===== src/include/fsp_pkg.sv =====
package fsp_pkg;
  localparam int ADDR_W = 18;
  localparam int DATA_W = 8;
  localparam int SECT_W = 4;
  localparam int CLK_PERIOD_NS = 20;
  localparam int PROT_PULSE_NS = 10000;
  localparam int UNPROT_PULSE_NS = 12000000;
  localparam int SETUP_NS = 100;
  localparam int PROT_PULSE_CYC = PROT_PULSE_NS / CLK_PERIOD_NS;
  localparam int UNPROT_PULSE_CYC = UNPROT_PULSE_NS / CLK_PERIOD_NS;
  localparam int SETUP_CYC = (SETUP_NS + CLK_PERIOD_NS - 1) / CLK_PERIOD_NS;
  localparam int READ_NS = 100;
  localparam int READ_CYC = (READ_NS + CLK_PERIOD_NS - 1) / CLK_PERIOD_NS;
  localparam int ADDR_ZERO_POS = 0;
  localparam int ADDR_ONE_POS = 1;
  localparam int ADDR_SIX_POS = 6;
  localparam int SECT_POS = 14;
  localparam logic [DATA_W-1:0] CMD_UNLOCK1 = 8'hAA;
  localparam logic [DATA_W-1:0] CMD_UNLOCK2 = 8'h55;
  localparam logic [DATA_W-1:0] CMD_ID_READ = 8'h90;
  localparam logic [DATA_W-1:0] CMD_RESET = 8'hF0;
  localparam logic [ADDR_W-1:0] ADDR_UNLOCK1 = 18'h00555;
  localparam logic [ADDR_W-1:0] ADDR_UNLOCK2 = 18'h002AA;

  typedef enum logic [2:0] {
    OP_PROTECT,
    OP_UNPROTECT,
    OP_VERIFY,
    OP_SYS_STATUS
  } fsp_op_t;

  typedef struct packed {
    logic ce_n;
    logic oe_n;
    logic we_n;
    logic oe_hv;
    logic address_bit_nine_hv;
    logic [ADDR_W-1:0] addr;
  } fsp_pins_t;
endpackage


===== src/design/fsp_pulse.sv =====
`timescale 1ns/1ps
// Counts a fixed number of cycles after start, pulses done at the end.
module fsp_pulse #(
  parameter int CNT_W = 20
) (
  input wire logic clk_in, // Clock
  input wire logic rst_in, // Sync reset, high
  input wire logic start_in, // Load count
  input wire logic [CNT_W-1:0] len_in, // Cycles to run
  output logic busy_out, // Counting
  output logic done_out // Last cycle
);
  logic [CNT_W-1:0] cnt_q, cnt_d;
  logic busy_q, busy_d;

  always_comb begin
    cnt_d = cnt_q;
    busy_d = busy_q;
    if (start_in) begin
      cnt_d = len_in;
      busy_d = 1'b1;
    end else if (busy_q) begin
      if (cnt_q <= CNT_W'(1)) begin
        busy_d = 1'b0;
      end else begin
        cnt_d = cnt_q - CNT_W'(1);
      end
    end
  end

  always_ff @(posedge clk_in) begin
    if (rst_in) begin
      cnt_q <= '0;
      busy_q <= 1'b0;
    end else begin
      cnt_q <= cnt_d;
      busy_q <= busy_d;
    end
  end

  assign busy_out = busy_q;
  // Must not look at start_in: callers restart from done in the same cycle
  assign done_out = busy_q && (cnt_q <= CNT_W'(1));
endmodule


===== src/design/fsp_host.sv =====
`timescale 1ns/1ps
// Drives the flash pins to protect a sector, unprotect the chip,
// verify protection with raised voltage, or read status in system.
module fsp_host
  import fsp_pkg::*;
#(
  parameter int PROT_CYC = PROT_PULSE_CYC,
  parameter int UNPROT_CYC = UNPROT_PULSE_CYC
) (
  input wire logic MCLK_IN, // 50 MHz clock
  input wire logic RESET_IN, // Sync reset, high
  input wire logic REQ_VALID_IN, // Request strobe
  output logic REQ_READY_OUT, // Idle, may take request
  input wire fsp_pkg::fsp_op_t REQ_OP_IN, // Operation
  input wire logic [fsp_pkg::SECT_W-1:0] REQ_SECTOR_IN, // Sector
  output logic DONE_OUT, // One-cycle completion pulse
  output logic PROTECTED_OUT, // Last status result
  output logic [fsp_pkg::DATA_W-1:0] STATUS_DATA_OUT, // Raw data read
  output fsp_pkg::fsp_pins_t PINS_OUT, // Flash control/address
  output logic [fsp_pkg::DATA_W-1:0] DQ_OUT, // Data to flash
  output logic DQ_OE_N_OUT, // Low while host drives data
  input wire logic [fsp_pkg::DATA_W-1:0] DQ_IN // Data from flash
);
  import fsp_pkg::*;

  localparam int CNT_W = 20;

  typedef enum {
    S_IDLE, S_SETUP, S_PULSE, S_HOLD, S_RDSET, S_RDWAIT,
    S_CMD, S_CMDW, S_CMDGAP, S_RST, S_RSTW, S_DONE
  } fsp_state_t;

  fsp_state_t st_q, st_d;
  fsp_op_t op_q, op_d;
  logic [SECT_W-1:0] sect_q, sect_d;
  fsp_pins_t pins_q, pins_d;
  logic [DATA_W-1:0] dq_q, dq_d, stat_q, stat_d;
  logic dq_oe_n_q, dq_oe_n_d, prot_q, prot_d;
  logic [1:0] cmd_q, cmd_d;
  logic t_start;
  logic [CNT_W-1:0] t_len;
  logic t_busy, t_done;

  function automatic logic [ADDR_W-1:0] sect_addr(
    input logic [SECT_W-1:0] s, input logic a1, input logic a6);
    logic [ADDR_W-1:0] a;
    a = '0;
    a[SECT_POS +: SECT_W] = s;
    a[ADDR_ONE_POS] = a1;
    a[ADDR_SIX_POS] = a6;
    a[ADDR_ZERO_POS] = 1'b0;
    return a;
  endfunction

  function automatic fsp_pins_t idle_pins();
    fsp_pins_t p;
    p = '0;
    p.ce_n = 1'b1;
    p.oe_n = 1'b1;
    p.we_n = 1'b1;
    return p;
  endfunction

  fsp_pulse #(.CNT_W(CNT_W)) u_timer (
    .clk_in(MCLK_IN),
    .rst_in(RESET_IN),
    .start_in(t_start),
    .len_in(t_len),
    .busy_out(t_busy),
    .done_out(t_done)
  );

  always_comb begin
    st_d = st_q;
    op_d = op_q;
    sect_d = sect_q;
    pins_d = pins_q;
    dq_d = dq_q;
    dq_oe_n_d = dq_oe_n_q;
    stat_d = stat_q;
    prot_d = prot_q;
    cmd_d = cmd_q;
    t_start = 1'b0;
    t_len = CNT_W'(SETUP_CYC);
    unique case (st_q)
      S_IDLE: begin
        if (REQ_VALID_IN) begin
          op_d = REQ_OP_IN;
          sect_d = REQ_SECTOR_IN;
          t_start = 1'b1;
          pins_d = idle_pins();
          cmd_d = 2'd0;
          unique case (REQ_OP_IN)
            OP_PROTECT: begin
              pins_d.address_bit_nine_hv = 1'b1;
              pins_d.oe_hv = 1'b1;
              pins_d.ce_n = 1'b0;
              pins_d.addr = sect_addr(REQ_SECTOR_IN, 1'b1, 1'b0);
              st_d = S_SETUP;
            end
            OP_UNPROTECT: begin
              // Protecting every sector first is left to the caller
              pins_d.address_bit_nine_hv = 1'b1;
              pins_d.oe_hv = 1'b1;
              pins_d.ce_n = 1'b0;
              pins_d.addr = sect_addr('0, 1'b1, 1'b1);
              st_d = S_SETUP;
            end
            OP_VERIFY: begin
              pins_d.address_bit_nine_hv = 1'b1;
              pins_d.ce_n = 1'b0;
              pins_d.addr = sect_addr(REQ_SECTOR_IN, 1'b1,
                                      1'b0);
              st_d = S_RDSET;
            end
            default: begin
              st_d = S_CMD;
            end
          endcase
        end
      end
      S_SETUP: begin
        if (!t_busy) begin
          pins_d.we_n = 1'b0;
          t_start = 1'b1;
          t_len = (op_q == OP_UNPROTECT) ? CNT_W'(UNPROT_CYC)
                                         : CNT_W'(PROT_CYC);
          st_d = S_PULSE;
        end
      end
      S_PULSE: begin
        if (t_done) begin
          pins_d.we_n = 1'b1;
          t_start = 1'b1;
          st_d = S_HOLD;
        end
      end
      S_HOLD: begin
        if (!t_busy) begin
          pins_d = idle_pins();
          st_d = S_DONE;
        end
      end
      S_RDSET: begin
        if (!t_busy) begin
          pins_d.oe_n = 1'b0;
          t_start = 1'b1;
          t_len = CNT_W'(READ_CYC);
          st_d = S_RDWAIT;
        end
      end
      S_RDWAIT: begin
        if (t_done) begin
          stat_d = DQ_IN;
          prot_d = DQ_IN[0];
          pins_d = idle_pins();
          st_d = (op_q == OP_SYS_STATUS) ? S_RST : S_DONE;
        end
      end
      S_CMD: begin
        // Unlock, unlock, identification-read command cycles
        pins_d.ce_n = 1'b0;
        pins_d.we_n = 1'b0;
        dq_oe_n_d = 1'b0;
        unique case (cmd_q)
          2'd0: begin
            pins_d.addr = ADDR_UNLOCK1;
            dq_d = CMD_UNLOCK1;
          end
          2'd1: begin
            pins_d.addr = ADDR_UNLOCK2;
            dq_d = CMD_UNLOCK2;
          end
          default: begin
            pins_d.addr = ADDR_UNLOCK1;
            dq_d = CMD_ID_READ;
          end
        endcase
        t_start = 1'b1;
        st_d = S_CMDW;
      end
      S_CMDW: begin
        if (!t_busy) begin
          pins_d.we_n = 1'b1;
          t_start = 1'b1;
          st_d = S_CMDGAP;
        end
      end
      S_CMDGAP: begin
        if (!t_busy) begin
          dq_oe_n_d = 1'b1;
          if (cmd_q == 2'd2) begin
            pins_d.addr = sect_addr(sect_q, 1'b1, 1'b0);
            t_start = 1'b1;
            st_d = S_RDSET;
          end else begin
            cmd_d = cmd_q + 2'd1;
            st_d = S_CMD;
          end
        end
      end
      S_RST: begin
        // Leave identification mode so array reads resume
        pins_d.ce_n = 1'b0;
        pins_d.we_n = 1'b0;
        pins_d.addr = '0;
        dq_d = CMD_RESET;
        dq_oe_n_d = 1'b0;
        t_start = 1'b1;
        st_d = S_RSTW;
      end
      S_RSTW: begin
        if (!t_busy) begin
          pins_d = idle_pins();
          dq_oe_n_d = 1'b1;
          st_d = S_DONE;
        end
      end
      S_DONE: begin
        st_d = S_IDLE;
      end
      default: begin
        st_d = S_IDLE;
      end
    endcase
  end

  always_ff @(posedge MCLK_IN) begin
    if (RESET_IN) begin
      st_q <= S_IDLE;
      op_q <= OP_PROTECT;
      sect_q <= '0;
      pins_q <= '{ce_n: 1'b1, oe_n: 1'b1, we_n: 1'b1, default: '0};
      dq_q <= '0;
      dq_oe_n_q <= 1'b1;
      stat_q <= '0;
      prot_q <= 1'b0;
      cmd_q <= '0;
    end else begin
      st_q <= st_d;
      op_q <= op_d;
      sect_q <= sect_d;
      pins_q <= pins_d;
      dq_q <= dq_d;
      dq_oe_n_q <= dq_oe_n_d;
      stat_q <= stat_d;
      prot_q <= prot_d;
      cmd_q <= cmd_d;
    end
  end

  assign REQ_READY_OUT = (st_q == S_IDLE);
  assign DONE_OUT = (st_q == S_DONE);
  assign PROTECTED_OUT = prot_q;
  assign STATUS_DATA_OUT = stat_q;
  assign PINS_OUT = pins_q;
  assign DQ_OUT = dq_q;
  assign DQ_OE_N_OUT = dq_oe_n_q;
endmodule


===== config.mk =====
export PLATFORM = sky130hd
export DESIGN_NAME = fsp_host
export DESIGN_NICKNAME = d
export VERILOG_FILES = /design/src/include/fsp_pkg.sv /design/src/design/fsp_pulse.sv /design/src/design/fsp_host.sv
export SDC_FILE = /design/constraint.sdc
export NUM_CORES = 1
export LEC_CHECK = 0
export BUFFER_PORTS_ARGS = -buffer_cell sky130_fd_sc_hd__buf_2
export CAP_MARGIN = 0
export CORE_MARGIN = 4
export CORE_UTILIZATION = 48
export DETAILED_ROUTE_END_ITERATION = 12
export PLACE_DENSITY_LB_ADDON = 0.3
export SLEW_MARGIN = 20
export SYNTH_ARGS = -nofsm -noshare
export SYNTH_HDL_FRONTEND = slang
export SYNTH_HIERARCHICAL = 1
export SYNTH_SLANG_ARGS = --single-unit

===== constraint.sdc =====
create_clock -name MCLK_IN -period 9.2 [get_ports MCLK_IN]
set_clock_uncertainty 0.1 [all_clocks]
set_input_delay 0.92 -clock MCLK_IN [delete_from_list [all_inputs] [get_ports MCLK_IN]]
set_output_delay 0.92 -clock MCLK_IN [all_outputs]
set_load 0.1 [all_outputs]

; ---- Yosys cells after proc, flatten, opt, wreduce, memory -nomap -nowiden
; Index checks and enable logic that the tools add are counted.
[word_totals]
reg_bits = 103
input_bits = 18
wordCells = 131
[op_classes]
n_addsub = 2
magnitude_cmp = 1
eq_ne = 29
n_mux = 51
reduce_logical = 32
[op_table]
columns = op, n
row1 = $pmux 32 s10, 1
row2 = $mux 32, 8
row3 = $eq 32x3->1 const B, 4
row4 = $mux 20, 6
row5 = $pmux 18 s6, 1
row6 = $eq 32x4->1 const B, 3
row7 = $mux 23, 3
row8 = $eq 32x2->1 const B, 2
row9 = $logic_not 32->1, 2
row10 = $pmux 19 s2, 1
row11 = $mux 18, 2
row12 = $eq 32x1->1 const B, 1
row13 = $eq 32x5->1 const B, 1
row14 = $pmux 8 s2, 2
row15 = $ne 2x2->1 const B, 12
row16 = $le 20x1->1 const B, 1
row17 = $sub 20x1->20 const B, 1
row18 = $mux 1, 13
row19 = $reduce_and 4->1, 3
row20 = $mux 11, 1
row21 = $mux 2, 5
row22 = $reduce_or 2->1, 5
row23 = $pmux 1 s4, 2
row24 = $reduce_and 2->1, 4
row25 = 24 further kinds, 31

; ---- Logic depth before layout (Yosys ltp)
; Gate-level depths: netlist (run 1).
[depth]
depth_word = 6
ltp_mapped = 12

; ---- Modules after synthesis
; Netlist (run 1), hierarchy kept.
[by_module_without_submodules]
columns = mod, n_inst, cells_each, area_per_inst_um2, seq_area_each_um2
row1 = fsp_host, 1, 316, 2539.9, 820.8
row2 = fsp_pulse, 1, 160, 1360.1, 420.4

; ---- Worst setup path before layout (run 1)
; No wires, ideal clock.
[synth_path]
path_kind = register -> register
start = reg u_timer.cnt_q[14]
end = reg u_timer.cnt_q[13]
t_arrival_ns = 2.934
required_ns = 8.985
slack_ns = 6.051
path_stages_with_launch = 11
synth_period_minus_slack_ns = 3.149
cell_sequence = dfxtp_1 -> or4_4 -> nor4_4 -> and3_2 -> a22oi_1 -> o21ai_0 -> clkbuf_1 -> clkbuf_1 -> clkbuf_1 -> a21oi_1 -> o21a_1
[synth_via]
elab_chain_len = 6
[synth_lines]
columns = item, line
row1 = start: declaration, fsp_pulse.sv:13  ; logic [CNT_W-1:0] cnt_q, cnt_d;
row2 = start signal: assignment, fsp_pulse.sv:36  ; cnt_q <= cnt_d;
row3 = $le 20x1->1 *, fsp_pulse.sv:43  ; assign done_out = busy_q && (cnt_q <= CNT_W'(1));
row4 = $logic_and 1x1->1 *, fsp_pulse.sv:43
row5 = net t_done, fsp_host.sv:42  ; logic t_busy, t_done;
row6 = $mux 1 *, fsp_host.sv:132  ; if (t_done) begin
row7 = $pmux 1 s5 *, fsp_host.sv:85  ; unique case (st_q)
row8 = net t_start, fsp_host.sv:40  ; logic t_start;
row9 = $ne 2x2->1 (no source line) or $reduce_bool 2->1 (tied branches), n/a
row10 = $reduce_and 2->1 (no source line), n/a
; The timed path passes the listed nets; every way through them passes the cells marked *.
; A chain may end at the register's enable or synchronous reset.

; ---- Worst setup path after layout (run 1)
[layout_path]
start = reg st_q[1]
end = out REQ_READY_OUT
[layout_via]
elab_chain_len = 1
[layout_lines]
columns = item, line
row1 = start: declaration, fsp_host.sv:33  ; fsp_state_t st_q, st_d;
row2 = start signal: assignment, fsp_host.sv:240  ; st_q <= st_d;
row3 = $logic_not 32->1, fsp_host.sv:252  ; assign REQ_READY_OUT = (st_q == S_IDLE);
row4 = end: declaration, fsp_host.sv:13  ; output logic REQ_READY_OUT,
; Every way passes these cells.

==> impl_metrics.json, run 1 <==
{
  "run_status": "finished, final reports clean",
  "tightest_slew_ns": 0.823,
  "antenna_found_initial": 0,
  "wl_mm": 9.54,
  "hold_viol": 0,
  "post-route-min-period_ns": 3.53,
  "synth-edff-count": 0,
  "netlist_instances": 476,
  "max_freq_mhz": 284,
  "clkLatencyLatePin_ns": 0.35,
  "drv_cap": 0,
  "slew_headroom_pct": 45.1,
  "hold_class": "reg2reg",
  "cts_sinks": 62,
  "period_share_pct": 38.3,
  "p_leak_nw": 1.85,
  "nets": 541,
  "synth_area_um2": 3900,
  "dpl.hpwl_mm": 6.68,
  "drv_slew": 0,
  "cts_tree": "yes",
  "synth-seq-area-share_pct": 31.8,
  "hold_ws_ns": 0.364,
  "drive_above_1_share_pct": 20.7,
  "die_x_um": 98.1,
  "yosys.area_share.simple_pct": 23.5,
  "post_cts_buffers": 0,
  "ff_latch_area_um2": 1240,
  "synth_seq_cells": 62,
  "synth_fa_ha_area_share_pct": 2.53,
  "p_per_area_nw_per_um2": 353,
  "gp_congestion": 0.950,
  "crit_arrival_ns": 2.51,
  "synth_compound_area_share_pct": 25.7,
  "path_class": "reg2out",
  "via_per_inst": 5.62,
  "syn_area_per_cell_um2": 8.19,
  "setup_viol": 0,
  "synth_top_family_by_area": "compound AO/OA/AOI/OAI gates",
  "drc": 0,
  "ys.flop_type": "dfxtp_1",
  "final_antenna_net_count": 0,
  "io_pins": 61,
  "htree_levels": 3,
  "routed-via-count": 3501,
  "cp.required_ns": 8.18,
  "setup_tns_ns": 0,
  "post_synth_xor_area_fraction_pct": 3.37,
  "cts_root_buffer": "clkbuf_8",
  "post-place-ws_ns": 5.85,
  "gr-total-overflow": 0,
  "critical-path-max-stage-delay_ns": 0.65,
  "grt_usage_pct": 20.1,
  "die-area_um2": 9630,
  "slowest_stage": "nor2_1",
  "ir_drop_v": 0.000134,
  "start_util_pct": 50.0,
  "rsz0062_at_grt": "false",
  "coreArea_um2": 7810,
  "dieHeight_um": 98.1,
  "grt_pass1_wl_mm": 15.9,
  "clockBufferDepth": 2,
  "yosys_warnings": 6,
  "grt_pass1_vias": 3236,
  "worstSetupStartpointType": "flop",
  "worstSetupEndpointType": "output port",
  "cts-hold-fix-buffers": 0,
  "cts_resized": 0,
  "worstPathMaxFanout": 34,
  "synthToLayoutAreaGrowth_pct": 11.1,
  "path_cells": "buf_4 -> or2_2 -> nor2_1 -> buf_2",
  "port_buffers": 57,
  "cts.clk_slew.worst_paths_ns": 0.07,
  "numCtsBuffers": 9,
  "synthArstFlopShare_pct": 0,
  "synthDistinctLibCells": 75,
  "power.total_w": 0.00153,
  "firstDrtPassIters": 5,
  "grt_max_degree": 54,
  "synth_mux_area_share_pct": 2.82,
  "timing.final.ws_setup_ns": 5.67,
  "num_rows": 32,
  "fillerInstances": 749,
  "multi_input_area_um2": 2300,
  "avgRoutedWirePerCell_um": 15.3,
  "drt_iter0_markers": 223,
  "antenna_cells": 0
}
-- cell families after synthesis --
group                    Yosys count
multiplexers                      11
AND/OR/NAND/NOR                  166
AO/OA/AOI/OAI                    136
XOR/XNOR                          15
other                              1
adder cells (fa/ha/maj)            8
buffers and inverters             77
flip-flops                        62
-- placed cells by master (no fill, tap or decap), types with 4 or more instances in the layout --
cell / n
a2111oi_2: 4
a211oi_1: 8
a21oi_1: 41
buf_2: 57
buf_4: 6
clkbuf_8: 10
conb_1: 11
dfxtp_1: 62
ha_1: 7
inv_1: 32
mux2i_1: 11
nand2_1: 39
nand2b_1: 13
nand3_1: 11
nand3b_1: 4
nand4_1: 4
nor2_1: 40
nor2b_1: 7
nor3_1: 8
nor4_1: 7
o211a_1: 4
o211ai_1: 5
o21a_1: 14
o21ai_0: 16
xnor2_1: 4
xor2_1: 11
-- final cells by class --
cell class / count / share of cell area [%]
Clock buffer: 10 / 3.18
Inverter: 33 / 2.86
Tap cell: 102 / 2.95
Timing Repair Buffer: 63 / 7.63
Clock inverter: 6 / 1.62
Sequential cell: 62 / 28.7
Multi-Input combinational cell: 347 / 53.1
-- state kept, by name (all words and copies together), names as in the netlist --
name              flops
st_q                  4
STATUS_DATA_OUT       8
DQ_OUT                6
cmd_q                 2
u_timer/cnt_q        20
sect_q                4
PINS_OUT             13
DQ_OE_N_OUT           1
op_q                  3
u_timer/busy_out      1
-- Yosys cell counts, types with 4 or more instances --
cell	number	share of area, %
nand2b_1	13	2.1
nand4_1	4	0.64
ha_1	7	2.2
mux2i_1	11	2.8
nor2_1	40	3.8
nand3_1	11	1.4
nor2b_1	7	1.1
clkbuf_1	16	1.5
a21oi_1	41	5.3
o21a_1	14	2.7
nand2_1	39	3.8
o211a_1	4	1.0
a2111oi_2	4	1.5
o211ai_1	5	0.96
buf_6	6	1.7
nor4_1	7	1.1
dfxtp_1	62	32
buf_4	15	2.9
xor2_1	11	2.5
nor3_1	8	1.0
xnor2_1	4	0.90
a211oi_1	8	1.5
o21ai_0	17	2.2
inv_1	32	3.1
buf_2	7	0.90
nand3b_1	4	0.77
-- stage by stage --
step / instances / instance area [um2] / util (%)
CTS: 623 / 4330 / 55.5
global route: 623 / 4330 / 55.5
floorplan: 486 / 3940 / -
detailed placement: 607 / 4120 / 52.8
finish: 623 / 4330 / 55.5
global placement: 607 / 4120 / 52.8
-- path summary, 6_finish.rpt --
kind,start,to,depth (start not counted),slack (ns)
min reg2reg,PINS_OUT[18]$_SDFFE_PP0P_,PINS_OUT[18]$_SDFFE_PP0P_,2,0.36
max reg2reg,st_q[1]$_SDFFE_PP0P_,u_timer/cnt_q[8]$_SDFFE_PP0P_,9,5.82
min,PINS_OUT[18]$_SDFFE_PP0P_,PINS_OUT[18]$_SDFFE_PP0P_,2,0.36
max,st_q[1]$_SDFFE_PP0P_,REQ_READY_OUT,4,5.67
-- layer usage --
layer	GRT usage [%]	part of all wire (%)	vias up
li1	-	-	1753
met1	26.3	44	1636
met4	7.35	2.2	0
met5	0	0	-
met3	3.64	5.6	18
met2	33.2	48	94
-- power by group --
part           switching (W)  leakage [nW]  internal (W)
sequential         0.0000684         0.508      0.000336
combinational       0.000592          1.25      0.000281
clock               0.000119        0.0951      0.000134
total               0.000779          1.85      0.000751
-- critical path: cells and delay by family, from the launching register on --
kind	cells	cell delay (ns)
AND/OR/NAND/NOR	2	1.06
buffers and inverters	2	0.79
flip-flops	1	0.30
Note: power is estimated with default switching activity, not from simulation.
==> run 2: changes to the inputs <==
--- a/config.mk
+++ b/config.mk
@@ -5,6 +5,7 @@
 export SDC_FILE = /design/constraint.sdc
 export NUM_CORES = 1
 export LEC_CHECK = 0
+export ABC_AREA = 1
 export BUFFER_PORTS_ARGS = -buffer_cell sky130_fd_sc_hd__buf_2
 export CAP_MARGIN = 0
 export CORE_MARGIN = 4
==> constraint.sdc (replaced) <==
create_clock -name MCLK_IN -period 3.3 [get_ports MCLK_IN]
set_clock_uncertainty 0.1 [all_clocks]
set_input_delay 0.33 -clock MCLK_IN [delete_from_list [all_inputs] [get_ports MCLK_IN]]
set_output_delay 0.33 -clock MCLK_IN [all_outputs]
set_load 0.1 [all_outputs]
==> impl_metrics.json, run 2 <==
{
  "clockBufferDepth": 2,
  "grt_pass1_vias": 3614,
  "utilization_pct": 56.3,
  "synth_commonest_cells": "nand2_1, nor2_1, inv_1, dfxtp_1, nand3_1",
  "yosys.area.top_type": "dfxtp_1",
  "dp.cells": 768,
  "placed_area_um2": 4160,
  "die_x_um": 97.8,
  "reg2reg_from": "u_timer/cnt_q[0]$_SDFFE_PP0P_",
  "path_class": "reg2reg",
  "worstPathMaxFanout": 22,
  "period_share_pct": 89.6,
  "synth_seq_cells": 62,
  "slew_headroom_pct": 54.6,
  "rsz0062_at_grt": "false",
  "layout.cells.most_common_list": "nand2_1, nor2_1, inv_1",
  "final_antenna_net_count": 0,
  "drv_cap": 0,
  "drc": 0,
  "netlist_instances": 625,
  "htree_levels": 3,
  "gr-total-overflow": 0,
  "post-route-min-period_ns": 2.96,
  "largest-register": "u_timer/cnt_q",
  "min_to": "STATUS_DATA_OUT[1]$_SDFFE_PP0P_",
  "cts.clk_slew.worst_paths_ns": 0.07,
  "min_from": "DQ_IN[1]",
  "grt_max_degree": 29,
  "synth-edff-count": 0,
  "run_status": "finished, final reports clean",
  "cts_root_buffer": "clkbuf_8",
  "cts_sinks": 62,
  "setup_viol": 0,
  "num_rows": 32,
  "cts-hold-fix-buffers": 0,
  "grt_usage_pct": 19.8,
  "cts_tree": "yes",
  "cts_resized": 0,
  "synth-seq-area-share_pct": 32.0,
  "ir_drop_v": 0.000690,
  "worstSetupEndpointType": "flop",
  "ys.flop_type": "dfxtp_1",
  "hold_class": "in2reg",
  "largest_reg_flops": 20,
  "firstDrtPassIters": 4,
  "wl_mm": 9.39,
  "synthToLayoutAreaGrowth_pct": 13.0,
  "holdPathStages": 3,
  "r2r_slack_ns": 0.34,
  "cp.required_ns": 3.44,
  "die-area_um2": 9570,
  "gp_congestion": 0.916,
  "dieHeight_um": 97.8,
  "tightest_slew_ns": 0.680,
  "start_util_pct": 49.9,
  "antenna_found_initial": 0,
  "io_pins": 61,
  "grt_pass1_wl_mm": 16.0,
  "clkLatencyLatePin_ns": 0.34,
  "reg2regPathDepth": 13,
  "synth_top_area_share_pct": 32.0,
  "synthArstFlopShare_pct": 0,
  "reg2reg_to": "u_timer/cnt_q[6]$_SDFFE_PP0P_",
  "power.total_w": 0.00479,
  "dpl.hpwl_mm": 6.94,
  "numCtsBuffers": 9,
  "coreArea_um2": 7770,
  "hold_viol": 0,
  "max_freq_mhz": 338,
  "synth_area_leaders": "dfxtp_1, nand2_1, nor2_1, nand3_1, inv_1",
  "port_buffers": 57,
  "synthDistinctLibCells": 36,
  "yosysMostFrequentCell": "nand2_1",
  "final_cell_area_um2": 4380,
  "worstSetupStartpointType": "flop",
  "syn_area_per_cell_um2": 6.20,
  "via_per_inst": 4.97,
  "crit_arrival_ns": 3.09,
  "fillerInstances": 790,
  "p_leak_nw": 2.26,
  "setup_tns_ns": 0,
  "post_cts_buffers": 0,
  "avgRoutedWirePerCell_um": 12.0,
  "nets": 702,
  "drt_iter0_markers": 167,
  "drv_slew": 0,
  "synth_area_um2": 3870,
  "yosys_warnings": 6,
  "stdcell_count": 784,
  "antenna_cells": 0,
  "routed-via-count": 3894,
  "drive_above_1_share_pct": 16.4,
  "final_common_cell": "nand2_1",
  "p_per_area_nw_per_um2": 1090
}
[run 2: how the worst max path moves through the flow]
stage,from,endpoint,slack [ns],depth (start not counted)
2_1_floorplan,st_q[2]$_SDFFE_PP0P_,u_timer/cnt_q[9]$_SDFFE_PP0P_,0.21,10
3_3_place_gp,u_timer/cnt_q[0]$_SDFFE_PP0P_,u_timer/cnt_q[1]$_SDFFE_PP0P_,0.47,13
3_5_place_dp,u_timer/cnt_q[0]$_SDFFE_PP0P_,u_timer/cnt_q[6]$_SDFFE_PP0P_,0.35,13
4_1_cts,u_timer/cnt_q[0]$_SDFFE_PP0P_,u_timer/cnt_q[6]$_SDFFE_PP0P_,0.34,13
5_1_grt,u_timer/cnt_q[0]$_SDFFE_PP0P_,u_timer/cnt_q[6]$_SDFFE_PP0P_,0.06,13
6_report,u_timer/cnt_q[0]$_SDFFE_PP0P_,u_timer/cnt_q[6]$_SDFFE_PP0P_,0.34,13
[run 2: worst max-delay path, stage by stage (launching register included)]
cell and delay [ns]:
dfxtp_1 0.37, inv_1 0.09, ha_1 0.24, nand2_2 0.12
a21oi_2 0.06, nand2_2 0.12, nor2_1 0.05, buf_4 0.16
inv_1 0.11, o2111ai_1 0.17, inv_1 0.54, nand2_2 0.39
o21ai_0 0.28, nor2_1 0.06
[run 2: kinds of logic (layout without fill, tap and decap cells)]
| kind of cell | after synthesis | after routing | share of synthesized area [%] |
|---|---|---|---|
| and+or+nand+nor | 377 | 377 | 42.3 |
| AOI/OAI and AO/OA | 70 | 70 | 9.69 |
| other | 1 | 11 | 0.0968 |
| xor gates and xnor gates | 7 | 7 | 1.58 |
| buffers and inverters | 101 | 148 | 12.0 |
| DFF | 62 | 62 | 32.0 |
| adders and majority gates | 7 | 7 | 2.26 |
[run 2: report_power, final]
part,internal [W],total [W],switching (W),leakage (nW)
Combinational,0.000767,0.00294,0.00218,1.64
Clock,0.000424,0.000733,0.000309,0.106
Sequential,0.000935,0.00111,0.000176,0.508
Total,0.00213,0.00479,0.00266,2.26
[run 2: per-layer routing]
metal	up-vias	part of all wire, %	track usage (%)
met1	1727	44	24.8
met4	0	1.9	7.45
li1	2039	-	-
met2	113	47	33.2
met3	15	6.6	4.43
met5	-	0	0
[run 2: cell type report]
type                    instances  area (um2)  share of cell area, %
clock buffers                  10         128                   2.92
repair buffers                 63         330                   7.55
inverters                      69         259                   5.92
well taps                     102         128                   2.92
clock inverters                 6        86.3                   1.97
multi-input cells             472        2200                   50.4
flip-flops and latches         62        1240                   28.4
[run 2: through the flow]
| step | setup slack (ns) | hold slack [ns] |
|---|---|---|
| 2_1_floorplan | 0.205 | 0.329 |
| 3_3_place_gp | 0.472 | 0.334 |
| 3_5_place_dp | 0.350 | 0.347 |
| 4_1_cts | 0.341 | 0.133 |
| 5_1_grt | 0.0620 | 0.150 |
| 6_report | 0.343 | 0.149 |
